**src/rtl/csd_pkg.sv**
```systemverilog
// package for the compare-skip and decimal-adjust execution block
// Summary of operation
// - a word whose top bits are 0110 010 decodes as compare_skip_greater, bit 8 is the access bit, bits 7:0 the file address.
// - compare_skip_greater skips when the unsigned file byte, by subtraction, is strictly above the working_register.
// - a word whose top bits are 0110 000 decodes as compare_skip_less, bit 8 access bit, bits 7:0 file address.
// - compare_skip_less skips when the unsigned file byte is strictly below the working_register, else runs on.
// - a taken skip discards the fetched next word and runs a no-operation cycle, so the compare takes two cycles.
// - a skip over a two-word instruction costs three cycles in all; no skip costs one.
// - every extra skip cycle does nothing in all four quarter phases, one cycle per skipped word.
// - the compares never touch any arithmetic status flag.
// - access bit 0 picks the access bank, access bit 1 lets the bank_select_register pick the bank.
// - with the extended set on, access bit 0 and file address up to 95, compare_skip_greater uses indexed literal offset.
// - decimal_adjust_working adds 6 per nibble on digit>9 or carry in, and updates only the carry flag.
package csd_pkg;
    // opcode patterns
    localparam logic [6:0] CSD_OPC_GT = 7'h32;          // 0110 010
    localparam logic [6:0] CSD_OPC_LT = 7'h30;          // 0110 000
    localparam logic [15:0] CSD_OPC_ADJ = 16'h0007;
    // field positions
    localparam int CSD_OPC_MSB = 15;
    localparam int CSD_OPC_LSB = 9;
    localparam int CSD_ABIT = 8;
    // addressing
    localparam logic [7:0] CSD_IDX_LIMIT = 8'h5F;       // 95
    localparam logic [7:0] CSD_ACC_SPLIT = 8'h80;
    localparam logic [3:0] CSD_ACC_LO_BANK = 4'h0;
    localparam logic [3:0] CSD_ACC_HI_BANK = 4'hF;
    // two-word instruction leaders
    localparam logic [3:0] CSD_TWO_NIB = 4'hC;
    localparam logic [5:0] CSD_TWO_TOP6 = 6'h3B;        // 1110 11xx
    // decimal adjust
    localparam logic [4:0] CSD_BCD_MAX = 5'h09;
    localparam logic [4:0] CSD_BCD_FIX = 5'h06;
    // skip lengths in instruction cycles
    localparam logic [1:0] CSD_NOP_ONE = 2'h1;
    localparam logic [1:0] CSD_NOP_TWO = 2'h2;

    typedef enum logic [1:0] {CSD_Q1, CSD_Q2, CSD_Q3, CSD_Q4} csd_phase_t;
    typedef enum logic [1:0] {CSD_OP_NONE, CSD_OP_GT, CSD_OP_LT, CSD_OP_ADJ} csd_op_t;
endpackage

```
**src/rtl/csd_core.sv**
```systemverilog
// compare-skip and decimal-adjust execution logic on the quarter-phase clock
//
// Strobed register access and the register offsets are this design's own decisions.
`timescale 1ns/1ps
module csd_core
    import csd_pkg::*;
(
    // clock and reset
    input wire logic i_clock,
    input wire logic i_nrst,
    // instruction words from the fetch stage
    input wire logic [15:0] i_instr,
    input wire logic [15:0] i_next_instr,
    // mode and bank state
    input wire logic i_ext_set_en,
    input wire logic [3:0] i_bank_select_register,
    input wire logic [11:0] i_index_base,
    // operands and flags
    input wire logic [7:0] i_file_data,
    input wire logic [7:0] i_working_register,
    input wire logic i_carry_flag,
    input wire logic i_digit_carry_flag,
    // phase and sequencing
    output logic [1:0] o_phase,
    output logic o_cycle_end,
    output logic o_nop_active,
    output logic o_skip,
    // data memory read
    output logic [11:0] o_data_addr,
    output logic o_data_rd,
    output logic o_indexed,
    // result writes
    output logic o_working_register_wr,
    output logic [7:0] o_working_register_data,
    output logic o_carry_wr,
    output logic o_carry_flag
);
    typedef struct packed {
        csd_phase_t phase;
        csd_op_t op;
        logic [7:0] faddr;
        logic abit;
        logic [7:0] fdata;
        logic [1:0] nop_cnt;
        logic cycle_end;
        logic nop_active;
        logic skip;
        logic [11:0] addr;
        logic data_rd;
        logic indexed;
        logic work_wr;
        logic [7:0] work_data;
        logic carry_wr;
        logic carry;
    } csd_state_t;

    csd_state_t st_q;
    csd_state_t st_d;

    function automatic csd_op_t decode(input logic [15:0] w);
        csd_op_t r;
        r = CSD_OP_NONE;
        if (w[CSD_OPC_MSB:CSD_OPC_LSB] == CSD_OPC_GT) begin
            r = CSD_OP_GT;
        end else if (w[CSD_OPC_MSB:CSD_OPC_LSB] == CSD_OPC_LT) begin
            r = CSD_OP_LT;
        end else if (w == CSD_OPC_ADJ) begin
            r = CSD_OP_ADJ;
        end
        return r;
    endfunction

    // leaders of the two-word forms; the second word itself never needs decoding here
    function automatic logic is_two_word(input logic [15:0] w);
        return (w[15:12] == CSD_TWO_NIB) || (w[15:10] == CSD_TWO_TOP6);
    endfunction

    // operand address from access bit, bank and mode
    function automatic logic [11:0] file_addr(input logic [7:0] f, input logic a, input logic idx,
                                              input logic [3:0] bank, input logic [11:0] base);
        logic [11:0] r;
        r = {bank, f};
        if (idx) begin
            r = base + {4'h0, f};
        end else if (!a) begin
            if (f < CSD_ACC_SPLIT) begin
                r = {CSD_ACC_LO_BANK, f};
            end else begin
                r = {CSD_ACC_HI_BANK, f};
            end
        end
        return r;
    endfunction

    // file byte minus working_register, widened so bit 8 is the borrow
    function automatic logic [8:0] sub_file_work(input logic [7:0] f, input logic [7:0] w);
        return {1'b0, f} - {1'b0, w};
    endfunction

    // nibble adjust: low nibble then high nibble with the low carry folded in
    function automatic logic [8:0] bcd_adjust(input logic [7:0] w, input logic dig_c, input logic c);
        logic [4:0] lo;
        logic [4:0] hi;
        lo = {1'b0, w[3:0]};
        if (lo > CSD_BCD_MAX || dig_c) begin
            lo = lo + CSD_BCD_FIX;
        end
        hi = {1'b0, w[7:4]} + {4'h0, lo[4]};
        if (hi > CSD_BCD_MAX || c) begin
            hi = hi + CSD_BCD_FIX;
        end
        // carry is sticky once set, as the decimal carry must survive the adjust
        return {hi[4] | c, hi[3:0], lo[3:0]};
    endfunction

    always_comb begin
        logic idx;
        logic take;
        logic [8:0] adj;
        logic [8:0] diff;
        idx = 1'b0;
        take = 1'b0;
        adj = 9'h000;
        diff = 9'h000;
        st_d = st_q;
        st_d.cycle_end = 1'b0;
        st_d.skip = 1'b0;
        st_d.data_rd = 1'b0;
        st_d.work_wr = 1'b0;
        st_d.carry_wr = 1'b0;
        case (st_q.phase)
            CSD_Q1: begin
                st_d.phase = CSD_Q2;
                if (st_q.nop_cnt != 2'h0) begin
                    // discarded word: nothing happens in any phase
                    st_d.op = CSD_OP_NONE;
                    st_d.nop_active = 1'b1;
                end else begin
                    st_d.nop_active = 1'b0;
                    st_d.op = decode(i_instr);
                    st_d.faddr = i_instr[7:0];
                    st_d.abit = i_instr[CSD_ABIT];
                end
            end
            CSD_Q2: begin
                st_d.phase = CSD_Q3;
                if (st_q.op == CSD_OP_GT || st_q.op == CSD_OP_LT) begin
                    idx = i_ext_set_en && !st_q.abit && (st_q.faddr <= CSD_IDX_LIMIT)
                          && (st_q.op == CSD_OP_GT);
                    st_d.indexed = idx;
                    st_d.addr = file_addr(st_q.faddr, st_q.abit, idx, i_bank_select_register, i_index_base);
                    st_d.data_rd = 1'b1;
                end
            end
            CSD_Q3: begin
                st_d.phase = CSD_Q4;
                st_d.fdata = i_file_data;
            end
            default: begin
                st_d.phase = CSD_Q1;
                st_d.cycle_end = 1'b1;
                st_d.indexed = 1'b0;
                if (st_q.nop_cnt != 2'h0) begin
                    st_d.nop_cnt = st_q.nop_cnt - 2'h1;
                end
                diff = sub_file_work(st_q.fdata, i_working_register);
                case (st_q.op)
                    CSD_OP_GT: begin
                        // no borrow and a nonzero difference: file byte above working_register
                        take = !diff[8] && (diff[7:0] != 8'h00);
                    end
                    CSD_OP_LT: begin
                        // a borrow: file byte below working_register
                        take = diff[8];
                    end
                    CSD_OP_ADJ: begin
                        adj = bcd_adjust(i_working_register, i_digit_carry_flag, i_carry_flag);
                        st_d.work_wr = 1'b1;
                        st_d.work_data = adj[7:0];
                        st_d.carry_wr = 1'b1;
                        st_d.carry = adj[8];
                    end
                    default: begin
                        take = 1'b0;
                    end
                endcase
                // compares never raise a flag write, taken or not
                if (take) begin
                    st_d.skip = 1'b1;
                    st_d.nop_cnt = is_two_word(i_next_instr) ? CSD_NOP_TWO : CSD_NOP_ONE;
                end
            end
        endcase
        if (!i_nrst) begin
            st_d = '0;
            st_d.phase = CSD_Q1;
            st_d.op = CSD_OP_NONE;
        end
    end

    always_ff @(posedge i_clock) begin
        st_q <= st_d;
    end

    assign o_phase = st_q.phase;
    assign o_cycle_end = st_q.cycle_end;
    assign o_nop_active = st_q.nop_active;
    assign o_skip = st_q.skip;
    assign o_data_addr = st_q.addr;
    assign o_data_rd = st_q.data_rd;
    assign o_indexed = st_q.indexed;
    assign o_working_register_wr = st_q.work_wr;
    assign o_working_register_data = st_q.work_data;
    assign o_carry_wr = st_q.carry_wr;
    assign o_carry_flag = st_q.carry;
endmodule // csd_core

```
**config.mk**
```make
export PLATFORM = sky130hd
export DESIGN_NAME = csd_core
export DESIGN_NICKNAME = d
export VERILOG_FILES = /design/src/rtl/csd_pkg.sv /design/src/rtl/csd_core.sv
export SDC_FILE = /design/constraint.sdc
export NUM_CORES = 1
export LEC_CHECK = 0
export ABC_AREA = 1
export BUFFER_PORTS_ARGS = -buffer_cell sky130_fd_sc_hd__clkbuf_2
export CAP_MARGIN = 30
export CORE_MARGIN = 2
export CORE_UTILIZATION = 45
export DETAILED_ROUTE_END_ITERATION = 10
export PLACE_DENSITY = 0.69
export SYNTH_ARGS = -nofsm -noshare
export SYNTH_HDL_FRONTEND = slang
export SYNTH_SLANG_ARGS = --single-unit
```
**constraint.sdc**
```tcl
create_clock -name i_clock -period 3.1 [get_ports i_clock]
set_input_delay 0.62 -clock i_clock [delete_from_list [all_inputs] [get_ports i_clock]]
set_output_delay 0.62 -clock i_clock [all_outputs]
set_load 0.02 [all_outputs]
```
=== Word level (Yosys, flattened, before mapping) ===
Cells that the tools add are included.

* Register bits after elaboration: 51
* Input bits: 69
* Output and inout port bits: 30
* Logic and storage cells: 90

* Add/subtract/negate cells: 6
* Magnitude comparators: 4
* Equality and inequality tests: 11
* Mux-type cells: 25
* Bitwise gates (word level): 5
* Reduce and logical (&&, ||, !) cells: 23

{| class="wikitable"
|+ Operator list
! cell !! count
|-
| 12-bit two-way mux || 3
|-
| 5-bit two-way mux || 6
|-
| 16-bit by 3-bit == test with 1-bit output, second input constant || 1
|-
| 2-bit two-way mux || 8
|-
| 7-bit by 6-bit == test with 1-bit output, second input constant || 2
|-
| 12-bit by 8-bit adder with 12-bit output || 1
|-
| 2-bit AND reduction || 6
|-
| 11-bit two-way mux || 1
|-
| 8-bit by 8-bit subtractor with 9-bit output || 1
|-
| 8-bit by 7-bit less-or-equal comparator with 1-bit output, second input constant || 1
|-
| 8-bit < comparator, second input constant || 1
|-
| 8-bit nonzero test || 1
|-
| 2-bit == test, second input constant || 3
|-
| 6-bit == test, second input constant || 1
|-
| 2-bit one-hot mux with 3 select lines || 1
|-
| 4-bit by 1-bit adder with 5-bit output || 1
|-
| 4-bit by 3-bit adder with 5-bit output, second input constant || 1
|-
| 5-bit by 3-bit adder with 5-bit output, second input constant || 1
|-
| 5-bit by 4-bit > comparator with 1-bit output, second input constant || 1
|-
| 2-bit by 1-bit == test with 1-bit output, second input constant || 2
|-
| 4-bit == test, second input constant || 1
|-
| 4-bit > comparator, second input constant || 1
|-
| 1-bit logical AND || 4
|-
| 1-bit logical OR || 4
|-
| 12 further kinds || 21
|}

=== Logic depth before layout (Yosys ltp) ===
Gate-level depths: netlist (run 1).

* Depth in word-level cells: 13
* Gate-level depth with buffers: 19
* Gate-level depth less buffers: 19

=== Worst setup path before layout (run 1) ===
No wires, ideal clock.

* Path kind: input-to-reg
* Start point: input i_working_register[1]
* End point: register st_q (netlist bit o_working_register_data[7])
* Setup time: 117 ps
* Arrival time: 2,230 ps
* Required time: 2,983 ps
* Slack: 753 ps
* Stages: 15
* Buffers on the path: 0
* Cell sequence: inv_1 a21oi_1 ha_1 nand2_1 nand2_1 nand2_1 ha_1 inv_1 o21ai_0 a21oi_1 nor2_2 nand2_2 a21oi_1 o221ai_1 inv_1

* Cells in the longest elaborated chain, start to end: 11
* Elaborated cells between the ends (all ways): 13
* Classes of those cells: add/sub: 3; order compare: 2; mux: 6; reduce/logical: 2

{| class="wikitable"
|+ RTL lines
! item !! RTL line !! source
|-
| start, declared || csd_core.sv:20 || <nowiki>input wire logic [7:0] i_working_register,</nowiki>
|-
| 4-bit > comparator || csd_core.sv:105 || <nowiki>if (lo > CSD_BCD_MAX || dig_c) begin</nowiki>
|-
| 1-bit logical OR || csd_core.sv:105 ||
|-
| 5-bit two-way mux * || csd_core.sv:105 ||
|-
| 5-bit two-way mux * || csd_core.sv:167 || <nowiki>case (st_q.op)</nowiki>
|-
| 5-bit two-way mux * || csd_core.sv:131 || <nowiki>case (st_q.phase)</nowiki>
|-
| 4-bit by 1-bit adder with 5-bit output * || csd_core.sv:108 || <nowiki>hi = {1'b0, w[7:4]} + {4'h0, lo[4]};</nowiki>
|-
| 5-bit by 4-bit > comparator with 1-bit output || csd_core.sv:109 || <nowiki>if (hi > CSD_BCD_MAX || c) begin</nowiki>
|-
| 1-bit logical OR || csd_core.sv:109 ||
|-
| 5-bit two-way mux * || csd_core.sv:109 ||
|-
| 5-bit two-way mux * || csd_core.sv:167 ||
|-
| 5-bit two-way mux * || csd_core.sv:131 ||
|-
| end signal, assigned || csd_core.sv:202 || <nowiki>st_q <= st_d;</nowiki>
|-
| end, declared || csd_core.sv:57 || <nowiki>csd_state_t st_q;</nowiki>
|}

Mark *: on every way between the ends. The rest lies on a longest branch, timed or not. The select of a mux whose other input is x is not followed.
A chain may end at the register's enable or synchronous reset.

=== Worst setup path in the final report (run 1) ===
Ends and elaborated chain as after synthesis.

==> impl_results.md, run 1 <==
- Max transition margin: 0.683
- Residual DRC count: 0
- FP Rows: 31
- Die footprint: approximately 0.008 mm²
- Pwr per Cell Area: about 500 mW/mm²
- Count of input and output buffers: between 80 and 90
- Yosys reg bits: 50
- Cell with the most instances after synthesis: nand2_1
- Status: completed
- Vias in the first global route: approximately 2800
- Routed Antenna Nets: 0
- EDFF count, synth: 0
- Largest net degree at the start of global routing: 24
- Ranking of synthesized cells by area: dfxtp_1, ha_1, nand2_1
- Layout cells sized above 1: 0.191
- Crit-path leading delay family: compound AO/OA/AOI/OAI gates
- YS warnings: 0
- Via/cell ratio: 4.92
- H-Tree Depth: 2
- Initial core utilization: 0.459
- Core area: between 0.007 and 0.008 mm²
- Worst skew pair latency: ~310 ps
- Avg WL per Cell: roughly 12 µm
- RSZ-0062 raised after global routing: no
- Vias after detailed routing: ~3200
- Net Count, Synth: between 500 and 600
- # IOs: 99
- Worst Path Max Fanout: 5
- Post-detail-place hpwl: between 6000 and 7000 µm
- Root Buffer: clkbuf_8
- Crit share post-route: 0.779
- Ant. Diodes: 0
- Post-Route Skew: between 10 and 15 ps
- Clock-pin slew on the worst setup and hold paths: 100 ps
- Setup-failing EPs final: 0
- Worst EP required: 3300 ps
- DIE HEIGHT: around 90 µm
- Total CTS buffers: 5
- First-pass GRT wire length: between 10000 and 15000 µm
- GPL Wtd Cong: ~0.82
- Synth top cells by count: nand2_1, inv_1, nor2_1
- Final worst-path setup slack: 686 ps
- Async S/R FF share, synth: 0
- Synth Area per Inst: 6.87 µm²
- CP most frequent cell: inv_1
- CTS tree: done
- Synth cell types: 33
- Syn Inst Count: 480
- Worst slack, placed: a little under 400 ps
- Peak Freq: a little over 0.4 GHz
- CP Launch Type: input pin
- Gr usage total: 0.196
- CP endpoint kind: register
- Area leader, netlist: dfxtp_1
- VDD IR max: 0.267 mV
- Drt pass-1 iters: 4
- Post-CTS Hold Fix Bufs: 0
- Pleak: approximately 0.002 µW
- Slowest CP cell: a21oi_1
- Final min period: ~2400 ps
- Least-Margin Pin Slew: roughly 480 ps
- Ys flop type: dfxtp_1
- Post-synth top area share: 0.304
- GR Overflow Total: 0
- Total power: between 1500 and 2000 µW
- Max Transition Viols Final: 0
- CTS max path bufs: 2
- Initial antenna violation count: 0
- Mapped Area: around 0.0033 mm²
- Min-delay worst type: register to register
- Hold Violations, Final: 0
- Critical path class: input pin to register
- Post-CTS Setup Bufs: 0
- Max incr delay on CP: 300 ps
- Setup TNS: 0 ps
- Number of max-cap violations: 0
- Die X: roughly 90 µm
- Fill count: slightly below 800
- Initial DRC count: around 150
- Nets: around 640
- Buf+Inv Stages, Crit Path: 4
- CTS-repair resized insts: 0
- CP Cell Sequence: clkbuf_2, inv_1, a21oi_1, ha_1, xnor2_1, ha_1, inv_1, o21ai_0, a21oi_1, nor2_2, nand2_2, nand3_1, nand2_1, o221ai_1, inv_1
- Sequential-to-total area share from yosys stat: 0.304
- Final WL: roughly 7600 µm
- Area growth syn-to-layout: 13.7%
- CTS sink count: 50
- Reg2reg setup slack: 890 ps
- Worst Path Arrival: 2610 ps
[cells in the final DEF, fill, tap and decap left out, drive strengths merged]
cell,synthesis,layout
clkbuf,9,94
nand2,90,90
inv,65,65
nor2,59,59
dfxtp,50,50
a21oi,39,39
o21ai,38,38
ha,28,28
nand3,25,25
nand4,5,5
a31oi,5,5
o211ai,5,5
xor2,5,5
xnor2,3,3
nor3,3,3
o221ai,3,3
a211oi,3,3
nor4,3,3
clkinv,2,3
or2,3,3
nand3b,2,2
a21o,2,2
o21bai,2,2
fa,2,2
buf,25,2
and2,1,1
a32oi,1,1
o31a,1,1
a21boi,1,1
clkinvlp,0,1
[routing by layer]
metal,wire [µm],track usage,vias up
li1,-,-,1675
met1,3700,0.278,1407
met4,65,0.0366,0
met3,364,0.0375,5
met2,3470,0.314,79
met5,0,0,-
[tightest hold or removal path: stages (launching register included)]
cell and delay, ps:
dfxtp_1 320, nand2_1 60, a21oi_1 50
[stage by stage]
| stage | instances | hold WS (ps) | area, µm² | utilization |
|---|---|---|---|---|
| after CTS | 643 | 475 | 3750 | 0.522 |
| after detailed placement | 635 | 461 | 3650 | 0.509 |
| after global placement | 635 | 454 | 3650 | 0.509 |
| final | 643 | 472 | 3750 | 0.522 |
| after global routing | 643 | 496 | 3750 | 0.522 |
| after floorplan | 480 | 437 | 3300 | - |
[layout make-up]
type	count	area, µm²	area share
sequential	50	1000	0.267
inverter	67	251	0.0671
clock buffer	6	82.6	0.0220
multi-input combinational	329	1820	0.486
clock inverter	2	12.5	0.00334
tap	99	124	0.0330
timing repair buffer	90	455	0.121
[report_power, final]
group	internal [µW]	switching, µW	total, µW
combinational	253	424	677
clock	180	221	401
sequential	714	62.6	776
total	1150	708	1850
[worst paths after layout]
kind                               startpoint                                 endpoint  cells after the start
setup reg to reg        st_q[39]$_SDFFE_PN0P_             o_data_addr[10]$_SDFFE_PN0P_                     14
hold / removal    o_data_addr[6]$_SDFFE_PN0P_              o_data_addr[6]$_SDFFE_PN0P_                      2
setup / recovery        i_working_register[1]  o_working_register_data[7]$_SDFFE_PN0P_                     15
hold reg to reg   o_data_addr[6]$_SDFFE_PN0P_              o_data_addr[6]$_SDFFE_PN0P_                      2
[kinds of logic after synthesis]
group	Yosys count	share of synthesized area
xor gates and xnor gates	8	0.0213
buffers and inverters	101	0.144
adders and majority gates	30	0.118
and+or+nand+nor	191	0.243
DFF	50	0.304
AOI/OAI and AO/OA	100	0.170
[flip-flops by register name (all words and copies together) (netlist names)]
name and count:
o_cycle_end 1, o_working_register_data 8, o_data_rd 1, o_data_addr 12, st_q 21, o_working_register_wr 1
o_phase 2, o_indexed 1, o_nop_active 1, o_carry_flag 1, o_skip 1
Note: power is estimated with default switching activity, not from simulation.
==> inputs of run 2 (changes only) <==
--- a/config.mk
+++ b/config.mk
@@ -5,7 +5,7 @@
 export SDC_FILE = /design/constraint.sdc
 export NUM_CORES = 1
 export LEC_CHECK = 0
-export ABC_AREA = 1
+export ABC_AREA = 0
 export BUFFER_PORTS_ARGS = -buffer_cell sky130_fd_sc_hd__clkbuf_2
 export CAP_MARGIN = 30
 export CORE_MARGIN = 2
==> constraint.sdc (replaced) <==
create_clock -name i_clock -period 2.55 [get_ports i_clock]
set_input_delay 0.51 -clock i_clock [delete_from_list [all_inputs] [get_ports i_clock]]
set_output_delay 0.51 -clock i_clock [all_outputs]
set_load 0.02 [all_outputs]
==> impl_results.md, run 2 <==
- GRT busiest layer: met2
- Clock-pin slew on the worst setup and hold paths: roughly 90 ps
- Status: completed
- Largest net degree at the start of global routing: 29
- CTS sink count: 50
- Cell with the most instances after synthesis: nand2_1
- Final min period: roughly 2400 ps
- Yosys reg bits: 50
- Gr usage total: 0.203
- Vias in the first global route: approximately 2900
- DIE HEIGHT: about 90 µm
- Worst Path Arrival: 2560 ps
- Synth top cells by count: nand2_1, dfxtp_1, nor2_1
- Post-synthesis adder-cell area fraction: 0.118
- GR Util met2: 0.365
- XOR/XNOR share of the synthesized area: 0.0208
- Avg WL per Cell: approximately 14 µm
- GPL Wtd Cong: around 0.94
- Pleak: about 0.0017 µW
- Ranking of synthesized cells by area: dfxtp_1, ha_1, nand2_1
- Mapped Area: approximately 0.0033 mm²
- Ys flop type: dfxtp_1
- Min-delay worst type: input pin to register
- Initial DRC count: about 120
- Grt met1 use: 0.245
- Finished Cell Area: between 0.003 and 0.004 mm²
- EDFF count, synth: 0
- Pwr per Cell Area: 544 mW/mm²
- Residual DRC count: 0
- Hold Violations, Final: 0
- Synth cell types: 62
- Total CTS buffers: 5
- Critical path class: register to register
- Max incr delay on CP: 440 ps
- Least-Margin Pin Slew: between 500 and 600 ps
- Post-Route Skew: around 9.3 ps
- Layout cells sized above 1: 0.257
- Synth Area per Inst: roughly 8 µm²
- Slowest CP cell: fa_1
- Nets: ~600
- GR Overflow Total: 0
- Ant. Diodes: 0
- Initial antenna violation count: 0
- Placed cell areas: 0.00375 mm²
- Multiplexer area fraction after synthesis: 0.0398
- CTS max path bufs: 2
- Synth Area in Compound Gates: 0.209
- RSZ-0062 raised after global routing: no
- Area growth syn-to-layout: 16.8%
- Peak Freq: between 0.4 and 0.5 GHz
- Async S/R FF share, synth: 0
- Crit share post-route: 0.926
- Worst Path Max Fanout: 4
- Largest family of logic cells by synthesized area: compound AO/OA/AOI/OAI gates
- CP Launch Type: register
- Commonest non-fill, non-tap cell in the layout: clkbuf_2
- Post-CTS Setup Bufs: 0
- Worst EP required: 2750 ps
- Post-CTS Hold Fix Bufs: 0
- Vias after detailed routing: 3100
- Buf+Inv Stages, Crit Path: 1
- Number of max-cap violations: 0
- Final WL: around 8000 µm
- Worst hold slack: around 430 ps
- Most frequent cells in the layout: clkbuf_2, nand2_1, dfxtp_1, nor2_1, inv_1
- Top reg by flops: st_q
- Syn Inst Count: 412
- Sequential-to-total area share from yosys stat: 0.303
- FP Rows: 31
- Setup-failing EPs final: 0
- Net Count, Synth: 511
- Post-Synth Simple-Gate Area: 0.208
- Met3 Usage GRT: 0.0411
- First-pass GRT wire length: 12800 µm
- CP Cell Sequence: inv_1, ha_1, fa_1, nor2b_4, o2111ai_2, a31oi_2, o21ai_0, a31o_2, o211a_1, o31a_1
- Post-synth top area share: 0.303
- Routed Antenna Nets: 0
- Post-detail-place hpwl: around 6300 µm
- H-Tree Depth: 2
- YS warnings: 0
- Via/cell ratio: 5.29
- CTS tree: done
- Worst skew pair latency: 310 ps
- Initial core utilization: 0.460
- Die X: around 90 µm
- Crit-path leading delay family: compound AO/OA/AOI/OAI gates
- Area leader, netlist: dfxtp_1
- Max FFs per register: 21
- Core area: between 0.007 and 0.008 mm²
- VDD IR max: about 0.25 mV
- Max Transition Viols Final: 0
- Die footprint: 0.00804 mm²
- # IOs: 99
- Count of input and output buffers: 88
- Max transition margin: 0.607
- CP endpoint kind: register
- Drt pass-1 iters: 4
- Root Buffer: clkbuf_8
[run 2: cell count changes after synthesis, moves of 6 or more]
cell	change
mux2i_1	+12
nor2_1	-27
o21ai_0	-13
nor2b_1	+6
a21oi_1	-10
inv_1	-35
nand3_1	-17
and2_1	+6
nand2_1	-30
a21boi_0	+7
[run 2: timing repair]
| item | 4_1_cts | 5_1_grt |
|---|---|---|
| gates resized for setup | 0 | 3 |
| endpoints found under the setup margin | 0 | 2 |
| hold endpoints to repair | 0 | 0 |
[run 2: stage by stage]
stage,setup WS [ps],cells,power [µW],setup TNS [ps],utilization
after global routing,14.6,586,2250,0,0.537
after CTS,103,586,2110,0,0.536
after global placement,-95.1,578,1590,-255,0.522
final,189,586,2100,0,0.537
after detailed placement,-135,578,1620,-455,0.522
after floorplan,172,412,1420,0,-
[run 2: final timing paths]
check                                                from  cells after the start  slack (ps)                                       to
hold reg to reg   o_working_register_data[2]$_SDFFE_PN0P_                      2         450  o_working_register_data[2]$_SDFFE_PN0P_
setup / recovery                    st_q[30]$_SDFFE_PN0P_                     10         190                    st_q[28]$_SDFFE_PN0P_
setup reg to reg                    st_q[30]$_SDFFE_PN0P_                     10         190                    st_q[28]$_SDFFE_PN0P_
hold / removal                                 i_instr[1]                      3         430                    st_q[40]$_SDFFE_PN0P_
[run 2: report_power, final]
part / total, µW / switching [µW] / internal, µW
clock network: 492 / 273 / 219
logic: 708 / 405 / 303
registers: 898 / 54.8 / 844
total: 2100 / 733 / 1370
[run 2: cell type report]
class / count / area (µm²)
fill: 708 / 3320
multi-input combinational: 297 / 1980
sequential: 50 / 1000
timing repair buffer: 101 / 538
tap: 99 / 124
inverter: 31 / 116
clock buffer: 6 / 82.6
clock inverter: 2 / 12.5
[run 2: tightest hold or removal path, stage by stage]
cell and delay (ps):
clkbuf_2 90, nand2_1 50, a21oi_1 50
[run 2: logic make-up after synthesis]
logic type,count (synthesis)
AO/OA/AOI/OAI,105
AND/OR/NAND/NOR,142
multiplexers,13
buffers and inverters,65
XOR/XNOR,7
flip-flops,50
adder cells (fa/ha/maj),30
[run 2: layer usage]
metal  vias to the layer above  wire length (µm)
met5                         -                 0
met4                         0               112
met3                        16               504
met2                       109              3810
met1                      1399              3540
li1                       1576                 -
==> inputs of run 3 (changes only) <==
--- a/config.mk
+++ b/config.mk
@@ -12,6 +12,7 @@
 export CORE_UTILIZATION = 45
 export DETAILED_ROUTE_END_ITERATION = 10
 export PLACE_DENSITY = 0.69
+export RECOVER_POWER = 50
 export SYNTH_ARGS = -nofsm -noshare
 export SYNTH_HDL_FRONTEND = slang
 export SYNTH_SLANG_ARGS = --single-unit
==> impl_results.md, run 3 (synthesized netlist as in run 2, its figures left out) <==
- Drt pass-1 iters: 4
- Nets: 585
- Fill count: roughly 720
- GR Util met2: 0.365
- Root Buffer: clkbuf_8
- GRT busiest layer: met2
- Total power: roughly 2100 µW
- Vias after detailed routing: approximately 3100
- First-pass GRT wire length: between 10000 and 15000 µm
- FP Rows: 31
- CP Launch Type: register
- VDD IR max: between 0.2 and 0.3 mV
- Grt met1 use: 0.245
- Initial DRC count: 96
- Number of max-cap violations: 0
- Largest net degree at the start of global routing: 29
- Crit share post-route: 0.928
- Worst hold slack: about 430 ps
- Initial antenna violation count: 0
- CP endpoint kind: register
- Count of input and output buffers: between 80 and 90
- Logic pwr share: 0.336
- Final min period: roughly 2400 ps
- Max transition margin: 0.613
- Clock-pin slew on the worst setup and hold paths: around 100 ps
- Worst R2R Start: st_q[30]$_SDFFE_PN0P_
- WHS Path Cells: 3
- Avg WL per Cell: approximately 14 µm
- Total CTS buffers: 5
- Seq pwr share: 0.429
- Pleak: around 0.0016 µW
- DIE HEIGHT: 89.6 µm
- Met3 Usage GRT: 0.0411
- CTS max path bufs: 2
- Ant. Diodes: 0
- Post-Route Skew: around 9.9 ps
- Layout cells sized above 1: 0.195
- Internal power: about 1400 µW
- Status: completed
- # IOs: 99
- GPL Wtd Cong: ~0.94
- Routed Antenna Nets: 0
- Peak Freq: 0.422 GHz
- CTS sink count: 50
- Sw Ratio: 0.351
- Min-delay worst type: input pin to register
- RSZ-0062 raised after global routing: no
- Post-CTS Hold Fix Bufs: 0
- Die X: around 90 µm
- Most frequent cells in the layout: clkbuf_2, nand2_1, dfxtp_1, nor2_1
- Worst Path Max Fanout: 4
- Least-Margin Pin Slew: ~570 ps
- Clk pwr share: 0.235
- Hold_sp: i_instr[1]
- Gr usage total: 0.203
- GR Overflow Total: 0
- Vias in the first global route: between 2000 and 3000
- Worst EP required: 2750 ps
- H-Tree Depth: 2
- Via/cell ratio: around 5.3
- Worst Path Arrival: between 2000 and 3000 ps
- Pwr per Cell Area: roughly 550 mW/mm²
- WHS Endpoint: st_q[40]$_SDFFE_PN0P_
- Reg2reg setup slack: 180 ps
- Final worst-path setup slack: about 180 ps
- Worst slack, placed: -135 ps
- CP Launch Point: st_q[30]$_SDFFE_PN0P_
- Setup-failing EPs final: 0
- Hold Violations, Final: 0
- Worst skew pair latency: about 310 ps
- Max FFs per register: 21
- R2r worst-path depth: 10
- Die footprint: 0.00804 mm²
- Top reg by flops: st_q
- Initial core utilization: 0.460
- Commonest non-fill, non-tap cell in the layout: clkbuf_2
- Final WL: 8040 µm
- Core area: around 0.0072 mm²
- Area growth syn-to-layout: 15.7%
- CTS tree: done
- Reg-to-reg endpoint: st_q[28]$_SDFFE_PN0P_
- Max Transition Viols Final: 0
- Residual DRC count: 0
- Critical path class: register to register
- Post-detail-place hpwl: between 6000 and 7000 µm
- P_sw: between 700 and 800 µW
- Setup TNS: 0 ps
## run 3: worst max path at each step
stage	to	slack, ps	depth (start not counted)
2_1_floorplan	st_q[28]$_SDFFE_PN0P_	170	9
3_3_place_gp	st_q[28]$_SDFFE_PN0P_	-100	9
3_5_place_dp	st_q[28]$_SDFFE_PN0P_	-130	9
4_1_cts	st_q[28]$_SDFFE_PN0P_	100	9
5_1_grt	o_data_addr[10]$_SDFFE_PN0P_	10	10
6_report	st_q[28]$_SDFFE_PN0P_	180	10
## run 3: critical path: stages, from the launching register on
cell and delay (ps):
dfxtp_1 340, inv_1 40, ha_1 200, fa_1 440, nor2b_4 170, o2111ai_2 150
a31oi_2 180, o21ai_0 100, a31o_2 250, o211a_1 110, o31a_1 280
## run 3: area by class of cell
type | instances | area [µm²] | share of cell area
multi-input cells | 297 | 1980 | 0.519
clock buffers | 6 | 82.6 | 0.0216
clock inverters | 2 | 12.5 | 0.00328
well taps | 99 | 124 | 0.0324
flip-flops and latches | 50 | 1000 | 0.262
inverters | 31 | 116 | 0.0305
repair buffers | 101 | 500 | 0.131
## run 3: metal layers
| layer | routed length [µm] | vias up |
|---|---|---|
| met5 | 0 | - |
| met4 | 117 | 0 |
| met3 | 538 | 18 |
| met2 | 3850 | 106 |
| met1 | 3540 | 1423 |
| li1 | - | 1573 |
## run 3: through the flow
| step | instances | instance area [µm²] | util |
|---|---|---|---|
| after detailed placement | 578 | 3750 | 0.522 |
| after CTS | 586 | 3840 | 0.536 |
| after global routing | 586 | 3820 | 0.532 |
| after global placement | 578 | 3750 | 0.522 |
| final | 586 | 3820 | 0.532 |
| after floorplan | 412 | 3300 | - |
## run 3: power by group through the flow
stage | clock (µW) | combinational (µW) | sequential (µW)
after detailed placement | 0 | 700 | 918
after global routing | 536 | 799 | 909
after global placement | 0 | 676 | 914
final | 493 | 705 | 899
after CTS | 508 | 703 | 899
after floorplan | 0 | 511 | 908
## run 3: repair_timing
item                       CTS  global route
setup buffers                0             0
setup endpoints to repair    0             2
gates resized for setup      0             3
